### src/hdl/tsc_pkg.sv
// package of constants and types for the touch sensor serial client
// ****************************************************************
// Contract
// - works with bus clock up to 400kHz
// - clock low over 30ms resets protocol
// - both lines high over 200us resets protocol
// - timeouts disabled until timeout bit set
// - alert response address is never answered
// - plain multi-byte transfers, no count byte
// - write byte: address, register, data, stop
// - read byte: pointer write, restart, read
// - pointer-only write loads pointer, no data
// - read without pointer uses current pointer
// - pointer advances after each read byte, wraps; code advances only after acked read bytes
// - pointer advances after each written byte, wraps
// - device acks each received byte, ninth clock
// - stop resets client state for next transfer
// ****************************************************************
package tsc_pkg;
    // own 7-bit client address
    localparam logic [6:0] TSC_DEV_ADDR = 7'h28;
    // clock rate in kHz
    localparam int TSC_CLK_KHZ = 25000;
    // clock-low timeout in ms and idle time in us
    localparam int TSC_LOW_TIMEOUT_MS = 30;
    localparam int TSC_IDLE_TIMEOUT_US = 200;
    // cycle counts derived from the rate
    localparam int TSC_LOW_CYCLES = TSC_LOW_TIMEOUT_MS * TSC_CLK_KHZ;
    localparam int TSC_IDLE_CYCLES = TSC_IDLE_TIMEOUT_US * TSC_CLK_KHZ / 1000;
    localparam int TSC_CNT_W = 20;
    localparam logic [3:0] TSC_ACK_BIT = 4'h8;
    localparam logic [7:0] TSC_PTR_RESET = 8'h00;
    // register file access strobe bundle
    typedef struct packed {
        logic wrEn;  // one-cycle write strobe
        logic rdEn;  // fetch strobe, held through address and send phases
        logic [7:0] addr;  // register address
        logic [7:0] wdata;  // write data
    } tsc_reg_req_t;
    // protocol states, one-hot
    typedef enum logic [4:0] {
        TSC_IDLE = 5'h01,
        TSC_ADDR = 5'h02,
        TSC_RXB = 5'h04,
        TSC_TXB = 5'h08,
        TSC_SKIP = 5'h10
    } tsc_state_t;
endpackage

### src/hdl/tsc_client.sv
// two-wire serial client that reaches an 8-bit register space
`timescale 1ns/100ps
module tsc_client
    import tsc_pkg::*;
#(
    parameter int LOW_CYCLES = TSC_LOW_CYCLES,  // clock-low timeout count
    parameter int IDLE_CYCLES = TSC_IDLE_CYCLES  // idle timeout count
) (
    input wire logic ref_clk,  // system clock, 25 MHz
    input wire logic reset,  // synchronous reset, active high
    input wire logic sclIn,  // bus clock level
    input wire logic sdaIn,  // bus data level
    output logic sdaOut,  // data drive value, always 0
    output logic sdaOe,  // high while pulling data low
    input wire logic timeoutEn,  // timeout control bit
    input wire logic [7:0] regRdata,  // data of requested register
    output tsc_reg_req_t regReq  // register access strobes
);
    // ************************************************************
    // bus sampling and condition detection
    // ************************************************************
    logic sclQ1_q, sdaQ1_q;  // previous line levels
    // inputs are synchronous, so one stage gives edges
    always_ff @(posedge ref_clk) begin
        if (reset) begin
            sclQ1_q <= 1'b1;
            sdaQ1_q <= 1'b1;
        end else begin
            sclQ1_q <= sclIn;
            sdaQ1_q <= sdaIn;
        end
    end
    logic sclRise, sclFall, startCond, stopCond;
    logic sclRisen_q;  // a clock rise was seen since the last start or counted fall
    assign sclRise = sclIn & ~sclQ1_q;
    // the fall that ends a start carries no bit, so only a fall that
    // follows a rise counts; otherwise every byte would end a bit early
    assign sclFall = ~sclIn & sclQ1_q & sclRisen_q;
    assign startCond = sclIn & sclQ1_q & sdaQ1_q & ~sdaIn;
    assign stopCond = sclIn & sclQ1_q & ~sdaQ1_q & sdaIn;
    // armed by each clock rise, disarmed by a start and by a counted fall
    always_ff @(posedge ref_clk) begin
        if (reset) begin
            sclRisen_q <= 1'b0;
        end else if (startCond) begin
            sclRisen_q <= 1'b0;  // start fall must not count as a bit
        end else if (sclRise) begin
            sclRisen_q <= 1'b1;
        end else if (sclFall) begin
            sclRisen_q <= 1'b0;
        end
    end

    // ************************************************************
    // timeout counters
    // ************************************************************
    logic [TSC_CNT_W-1:0] lowCnt_q, idleCnt_q;  // low and idle timers
    logic timeoutHit;  // protocol reset request
    // counters only run with the timeout bit; cleared otherwise
    always_ff @(posedge ref_clk) begin
        if (reset || !timeoutEn || sclIn) begin
            lowCnt_q <= '0;
        end else if (lowCnt_q != LOW_CYCLES[TSC_CNT_W-1:0]) begin
            lowCnt_q <= lowCnt_q + 1'b1;
        end
    end
    always_ff @(posedge ref_clk) begin
        if (reset || !timeoutEn || !(sclIn && sdaIn)) begin
            idleCnt_q <= '0;
        end else if (idleCnt_q != IDLE_CYCLES[TSC_CNT_W-1:0]) begin
            idleCnt_q <= idleCnt_q + 1'b1;
        end
    end
    // a single cycle one below the limit fires; the counter then parks at the limit
    assign timeoutHit = (lowCnt_q == LOW_CYCLES[TSC_CNT_W-1:0] - 1'b1)
        || (idleCnt_q == IDLE_CYCLES[TSC_CNT_W-1:0] - 1'b1);

    // ************************************************************
    // protocol engine
    // ************************************************************
    tsc_state_t state_q;  // current protocol phase
    logic [7:0] shift_q;  // shift register, msb first
    logic [3:0] bitCnt_q;  // bits seen in current byte
    logic [7:0] ptr_q;  // register pointer
    logic firstByte_q;  // next received byte is the pointer
    logic ackPhase;  // ninth clock of a byte
    assign ackPhase = (bitCnt_q == TSC_ACK_BIT);
    logic hostAck_q;  // host acked last sent byte

    // state, bit count, shifter; runs at full clock so 400kHz is easy
    always_ff @(posedge ref_clk) begin
        if (reset || timeoutHit) begin
            state_q <= TSC_IDLE;
            bitCnt_q <= '0;
            shift_q <= '0;
            firstByte_q <= 1'b0;
            hostAck_q <= 1'b0;
        end else if (startCond) begin
            // start or repeated start, pointer is kept
            state_q <= TSC_ADDR;
            bitCnt_q <= '0;
        end else if (stopCond) begin
            state_q <= TSC_IDLE;
            bitCnt_q <= '0;
            firstByte_q <= 1'b0;
        end else begin
            case (state_q)
                TSC_ADDR, TSC_RXB: begin
                    if (sclRise && !ackPhase) begin
                        shift_q <= {shift_q[6:0], sdaIn};
                    end
                    if (sclFall) begin
                        if (ackPhase) begin
                            bitCnt_q <= '0;
                            if (state_q == TSC_ADDR) begin
                                // no count byte, any length
                                if (shift_q[0]) begin
                                    state_q <= TSC_TXB;
                                    shift_q <= regRdata;
                                end else begin
                                    state_q <= TSC_RXB;
                                    firstByte_q <= 1'b1;
                                end
                            end else begin
                                firstByte_q <= 1'b0;
                            end
                        end else if (bitCnt_q == 4'h7 &&
                                state_q == TSC_ADDR &&
                                shift_q[7:1] != TSC_DEV_ADDR) begin
                            // alert address is never matched
                            state_q <= TSC_SKIP;
                        end else begin
                            bitCnt_q <= bitCnt_q + 1'b1;
                        end
                    end
                end
                TSC_TXB: begin
                    if (sclRise && ackPhase) begin
                        hostAck_q <= ~sdaIn;
                    end
                    if (sclFall) begin
                        if (ackPhase) begin
                            bitCnt_q <= '0;
                            shift_q <= regRdata;
                            // a nack ends sending until the next start or stop
                            if (!hostAck_q) begin
                                state_q <= TSC_SKIP;
                            end
                        end else begin
                            bitCnt_q <= bitCnt_q + 1'b1;
                            shift_q <= {shift_q[6:0], 1'b0};
                        end
                    end
                end
                TSC_SKIP: begin
                    bitCnt_q <= '0;  // wait for start or stop
                end
                TSC_IDLE: begin
                    bitCnt_q <= '0;
                end
                default: begin
                    state_q <= TSC_IDLE;
                end
            endcase
        end
    end

    // ************************************************************
    // register pointer and access strobes
    // ************************************************************
    logic rxDone;  // byte complete at ninth-clock fall, write side
    logic txDone;  // sent byte finished
    assign rxDone = (state_q == TSC_RXB) && sclFall && ackPhase;
    assign txDone = (state_q == TSC_TXB) && sclFall && ackPhase;
    // pointer survives stop so a later read reuses it
    always_ff @(posedge ref_clk) begin
        if (reset) begin
            ptr_q <= TSC_PTR_RESET;
        end else if (rxDone && firstByte_q) begin
            ptr_q <= shift_q;
        end else if (rxDone || (txDone && hostAck_q)) begin
            // a nacked byte ends the read, so a lone read leaves the
            // pointer alone and can be repeated
            ptr_q <= ptr_q + 8'h01;
        end
    end
    // fetch strobe ahead of each sent byte, write strobe per data byte
    always_ff @(posedge ref_clk) begin
        if (reset) begin
            regReq <= '0;
        end else begin
            regReq.wrEn <= rxDone && !firstByte_q;
            regReq.rdEn <= (state_q == TSC_ADDR) || (state_q == TSC_TXB);
            // a write lands at the pointer; while sending, the next
            // byte is fetched one place ahead so it is ready at the ack
            regReq.addr <= (rxDone && firstByte_q) ? shift_q :
                rxDone ? ptr_q :
                (state_q == TSC_TXB) ? ptr_q + 8'h01 : ptr_q;
            regReq.wdata <= shift_q;
        end
    end

    // ************************************************************
    // data line drive
    // ************************************************************
    // drive changes only after a clock fall so data holds while high
    always_ff @(posedge ref_clk) begin
        if (reset || timeoutHit || stopCond || startCond) begin
            sdaOe <= 1'b0;
        end else if (sclFall) begin
            if ((state_q == TSC_ADDR || state_q == TSC_RXB) &&
                    bitCnt_q == 4'h7 &&
                    !(state_q == TSC_ADDR &&
                      shift_q[7:1] != TSC_DEV_ADDR)) begin
                sdaOe <= 1'b1;  // ack on ninth clock
            end else if (state_q == TSC_ADDR && ackPhase &&
                    shift_q[0]) begin
                sdaOe <= ~regRdata[7];  // first bit of read data
            end else if (state_q == TSC_TXB && !ackPhase &&
                    bitCnt_q != 4'h7) begin
                sdaOe <= ~shift_q[6];
            end else if (txDone && hostAck_q) begin
                sdaOe <= ~regRdata[7];
            end else begin
                sdaOe <= 1'b0;  // released
            end
        end
    end
    always_ff @(posedge ref_clk) begin
        sdaOut <= 1'b0;  // open drain: only ever pulls low
    end
endmodule

### config.mk
export PLATFORM = sky130hd
export DESIGN_NAME = tsc_client
export DESIGN_NICKNAME = d
export VERILOG_FILES = /design/src/hdl/tsc_pkg.sv /design/src/hdl/tsc_client.sv
export SDC_FILE = /design/constraint.sdc
export NUM_CORES = 1
export LEC_CHECK = 0
export BUFFER_PORTS_ARGS = -buffer_cell sky130_fd_sc_hd__buf_2
export CELL_PAD_IN_SITES_DETAIL_PLACEMENT = 2
export CELL_PAD_IN_SITES_GLOBAL_PLACEMENT = 2
export CORE_AREA = 2 2 113 115
export CTS_CLUSTER_DIAMETER = 150
export CTS_CLUSTER_SIZE = 28
export DETAILED_ROUTE_END_ITERATION = 6
export DIE_AREA = 0 0 115 117
export PLACE_DENSITY = 0.83
export SYNTH_ARGS = -nofsm -noshare
export SYNTH_HDL_FRONTEND = slang
export SYNTH_SLANG_ARGS = --single-unit
### constraint.sdc
create_clock -name ref_clk -period 2.59 [get_ports ref_clk]
set_input_delay 0.259 -clock ref_clk [delete_from_list [all_inputs] [get_ports ref_clk]]
set_output_delay 0.259 -clock ref_clk [all_outputs]
set_load 0.02 [all_outputs]
* Word-level counts from Yosys, hierarchy flattened *
Index checks and enable logic that the tools add are counted.

storage, ports and cells
  register bits after elaboration = 89
  bits of input ports = 13

cells by class
  add/sub/neg operators = 4
  equality and inequality tests = 28
  multiplexer cells = 42
  bitwise gates (word level) = 17
  reductions and logical operators = 51

operator list
  cell                                                               number
  8-bit two-way mux                                                  12
  20-bit by 1-bit adder with 20-bit output, second input constant    2
  5-bit two-way mux                                                  7
  4-bit two-way mux                                                  6
  20-bit by 13-bit == test with 1-bit output, second input constant  1
  20-bit == test, second input constant                              1
  20-bit by 13-bit != test with 1-bit output, second input constant  1
  20-bit != test, second input constant                              1
  1-bit logical AND                                                  19
  4-bit != test, second input constant                               4
  8-bit one-hot mux with 2 select lines                              1
  5-bit one-hot mux with 3 select lines                              1
  7-bit AND reduction                                                2
  1-bit two-way mux                                                  12
  3-bit != test, second input constant                               4
  4-bit one-hot mux with 3 select lines                              1
  4-bit AND reduction                                                3
  2-bit nonzero test                                                 6
  1-bit logical OR                                                   10
  5-bit != test, second input constant                               2
  1-bit NOT                                                          9
  8-bit by 1-bit adder with 8-bit output, second input constant      1
  1-bit bitwise AND                                                  8
  2-bit != test, second input constant                               4
  17 further kinds                                                   24

* Longest topological paths before layout *
  word-level depth = 10
  mapped depth = 10

* Worst setup path before layout *
OpenSTA, ideal clock, no wires.

  kind = register -> register
  start point = register bitCnt_q[0]
  end point = register ptr_q[7]
  arrival = 1.828 ns
  required time = 2.498 ns
  setup slack = 0.670 ns
  stages on the path, launching flop included = 11
  buffers on the path = 3
  clock period less this slack = 1.920 ns
  path through = dfxtp_1 inv_1 ha_1 and3b_1 buf_2 and4_4 buf_6 and2_1 buf_6 o31a_1 o32ai_1

on the way
  word-level cells in the longest chain between the ends = 5

ends and longest elaborated chain
  element                              RTL line           text
  start: declaration                   tsc_client.sv:83   logic [3:0] bitCnt_q;
  start signal: assignment             tsc_client.sv:133  bitCnt_q <= bitCnt_q + 1'b1;
  start signal: assignment             tsc_client.sv:150  bitCnt_q <= bitCnt_q + 1'b1;
  4-bit == test *                      tsc_client.sv:87   assign ackPhase = (bitCnt_q == TSC_ACK_BIT);
  1-bit logical AND                    tsc_client.sv:174  assign txDone = (state_q == TSC_TXB) && sclFall && ackPhase;
  1-bit logical AND                    tsc_client.sv:181  end else if (rxDone || (txDone && hostAck_q)) begin
  1-bit logical OR                     tsc_client.sv:181
  2-bit nonzero test (no source line)  n/a
  end signal: assignment               tsc_client.sv:180  ptr_q <= shift_q;
  end signal: assignment               tsc_client.sv:184  ptr_q <= ptr_q + 8'h01;
  end: declaration                     tsc_client.sv:84   logic [7:0] ptr_q;

Mark *: on every way between the ends. The rest lies on a longest branch, timed or not.
A chain may end at the register's enable or synchronous reset.

* Worst setup path in the final report *
  start point = register lowCnt_q[1]
  end point = register shift_q[5]

on the way
  word-level cells in the longest chain between the ends = 3

ends and longest elaborated chain
  element                   RTL line           text
  start: declaration        tsc_client.sv:57   logic [TSC_CNT_W-1:0] lowCnt_q, idleCnt_q;
  start signal: assignment  tsc_client.sv:64   lowCnt_q <= lowCnt_q + 1'b1;
  20-bit == test            tsc_client.sv:75   assign timeoutHit = (lowCnt_q == LOW_CYCLES[TSC_CNT_W-1:0] - 1'b1)
  1-bit logical OR          tsc_client.sv:76   || (idleCnt_q == IDLE_CYCLES[TSC_CNT_W-1:0] - 1'b1);
  1-bit logical OR          tsc_client.sv:92   if (reset || timeoutHit) begin
  end signal: assignment    tsc_client.sv:110  shift_q <= {shift_q[6:0], sdaIn};
  end signal: assignment    tsc_client.sv:119  shift_q <= regRdata;
  end signal: assignment    tsc_client.sv:144  shift_q <= regRdata;
  end: declaration          tsc_client.sv:82   logic [7:0] shift_q;

No other way between the ends.

==> summary.md <==
| Metric | Value |
|---|---|
| Startpoint types | flip-flop |
| CP Capture Type | flip-flop |
| Simple-Gate Fraction of Synth Area | 0.293 |
| Setup bufs post-CTS | 0 |
| Most frequent cell after synthesis | dfxtp_1 |
| Worst vdd ir | 0.255 mV |
| Grt ovf | 0 |
| Layout Area Growth over Synthesis | 13.3% |
| Setup-failing EPs final | 0 |
| Placed cells | 685 |
| Synth Register Bits | 89 |
| WP data required | 2.81 ns |
| Clk sinks | 89 |
| Pwr/cell area | 617 nW/um^2 |
| Slew Viols, Final | 0 |
| Die H | 117 um |
| Top cell type by total area after synthesis | dfxtp_1 |
| Seq/Total Area, Yosys | 0.399 |
| Routability cong. | 0.801 |
| DRC | 0 |
| Worst Tran Pin Value | 0.685 ns |
| Ports | 33 |
| Reg-to-reg critical path startpoint | lowCnt_q[1] |
| Xor/xnor share of the synthesized area | 0.0803 |
| WHS | 0.237 ns |
| Die W | 115 um |
| Initial Util | 0.363 |
| DRT iter0 DRCs | 164 |
| HPWL Detailed | 9550 um |
| Synth Area in Adders | 0.0196 |
| Synth Instances | 518 |
| # nets final | 566 |
| Layout cell share with drive strength beyond 1 | 0.142 |
| Worst slew margin | 0.539 |
| Warnings, synthesis | 0 |
| Post-DRT Antenna Nets | 0 |
| Port-buffer cells | 31 |
| Netlist cell types | 71 |
| Synth area leaders | dfxtp_1 (40%), nor2_1 (6.1%), xor2_1 (4.5%), xnor2_1 (3.5%), nand3_1 (3.1%) |
| Hold Startpoint | sclIn |
| Largest family of logic cells by synthesized area | simple AND/OR/NAND/NOR gates |
| Ant. Diodes | 0 |
| Clock root cell | clkbuf_16 |
| Pin count of the biggest net entering global routing | 31 |
| Tot Pwr | 3120 uW |
| Non-filler cells, final | 701 |
| DR vias | 3930 |
| Gr usage total | 0.212 |
| Routed wire length | 13400 um |
| Compound-Gate Fraction of Synth Area | 0.148 |
| Syn Area/Cell | 8.63 um^2 |
| CP Cell Sequence | ha_1 -> nand3_1 -> nand3b_1 -> or4_1 -> nand2_1 -> a211oi_1 |
| Syn nets | 538 |
| Crit path max fanout | 12 |
| Clk slew on worst S/H paths | 0.07 ns |
| Number of CTS-inserted buffers | 9 |
| Max Cap Viol | 0 |
| FFs w/ async S/R, synth | 0 |
| Clock buffer depth | 2 |
| H-tree depth | 3 |
| Slowest CP cell | or4_1 |
| Kind of critical path | reg2reg |
| Die area | 13500 um^2 |
| Synth top cells by count | dfxtp_1 (89), nor2_1 (73), nand2_1 (35), nand3_1 (28), a21oi_1 (25) |
| Post-Syn Area | 4470 um^2 |
| Setup total negative slack | 0 ns |
| Leakage | 0.00172 uW |
| Worst min path class | in2reg |
| Hold Buf Count CTS | 0 |
| Vias/cell | 5.61 |
| Row cnt | 41 |
| Initial antenna violation count | 0 |
| Router iterations before antenna repair | 4 |
| RSZ-0062 raised after global routing | false |
| CTS tree | built |
| Post-CTS Resized | 0 |
| CP peak stage delay | 0.58 ns |
| Synth Flop Type | dfxtp_1 |
| First-pass GRT wire length | 22400 um |
| Mux cell area share after synthesis | 0.0137 |
| Worst-skew pair later-pin latency | 0.36 ns |
| Status | complete, no violations |
| Skew final | 0.0104 ns |
| Arr. time, crit path | 2.51 ns |
| Hold Vio Cnt, Final | 0 |
| Post-synth top area share | 0.399 |
| Setup crit start | lowCnt_q[1] |
| Wirelength per Cell | 19.2 um |
| Number of global-route vias before repair | 4192 |
| CORE AREA | 12300 um^2 |
| Period utilization | 0.884 |
| Max Freq | 437 MHz |
| Fin crit period | 2.29 ns |
| Post-synth EDFFs | 0 |
==> sequential cells by signal, summed over array words and instances (netlist names), 4 cells and up <==
name,count
regReq,18
lowCnt_q,20
ptr_q,8
bitCnt_q,4
state_q,5
idleCnt_q,20
shift_q,8
==> worst max-delay path: cells and delay by family, from the launching register on <==
kind            cells  cell delay (ns)
fa+ha+maj           1             0.20
compound gates      1             0.11
flops               1             0.39
simple gates        4             1.46
==> area by class of cell <==
class | count | area [um^2]
Timing Repair Buffer | 41 | 230
Inverter | 17 | 63.8
Multi-Input combinational cell | 388 | 2480
Clock inverter | 3 | 46.3
Tap cell | 150 | 188
Sequential cell | 89 | 1780
Clock buffer | 13 | 270
Fill cell | 1382 | 7250
==> layout by cell type, fill, tap and decap left out, drive strengths merged, types with 7 or more instances in the layout <==
cell / n
nand3b: 7
nor2b: 13
buf: 41
nor3: 10
nand2: 35
o21ai: 10
a21oi: 27
dfxtp: 89
nand3: 28
and3: 7
clkbuf: 13
ha: 7
or3: 8
xnor2: 18
inv: 18
nor2: 74
a211oi: 16
nand4: 7
xor2: 23
nand2b: 8
==> stage by stage <==
stage,instance area (um^2),util,setup slack [ns]
after floorplan,4470,-,0.670
after global placement,4750,0.386,0.453
after detailed placement,4750,0.386,0.322
after CTS,5060,0.411,0.282
after global routing,5060,0.411,0.121
final,5060,0.411,0.301
==> path summary, 6_finish.rpt <==
check	end	slack (ns)	depth (start not counted)
worst max-delay path	shift_q[5]	0.30	6
worst max register to register	shift_q[5]	0.30	6
worst min register to register	sdaOe	0.50	2
worst min-delay path	sclQ1_q	0.24	2
==> where the power goes <==
| part | internal (uW) | leakage (uW) | switching [uW] | total, uW |
|---|---|---|---|---|
| Sequential | 1390 | 0.000718 | 42.4 | 1430 |
| Clock | 831 | 0.000152 | 571 | 1400 |
| Combinational | 114 | 0.000852 | 177 | 291 |
| Total | 2330 | 0.00172 | 791 | 3120 |
==> logic make-up (layout without fill, tap and decap cells) <==
family / Yosys count / count (layout)
simple gates: 240 / 240
compound gates: 93 / 93
flops: 89 / 89
xor+xnor: 41 / 41
buf+inv: 41 / 74
fa+ha+maj: 7 / 7
mux: 6 / 6
other cells: 1 / 1
==> per-layer routing <==
layer | share of wire | GRT usage | vias up
met4 | 0.022 | 0.0892 | 0
met5 | 0 | 0 | -
li1 | - | - | 1897
met3 | 0.029 | 0.0294 | 16
met1 | 0.45 | 0.265 | 1958
met2 | 0.50 | 0.367 | 59
Note: power is estimated with default switching activity, not from simulation.
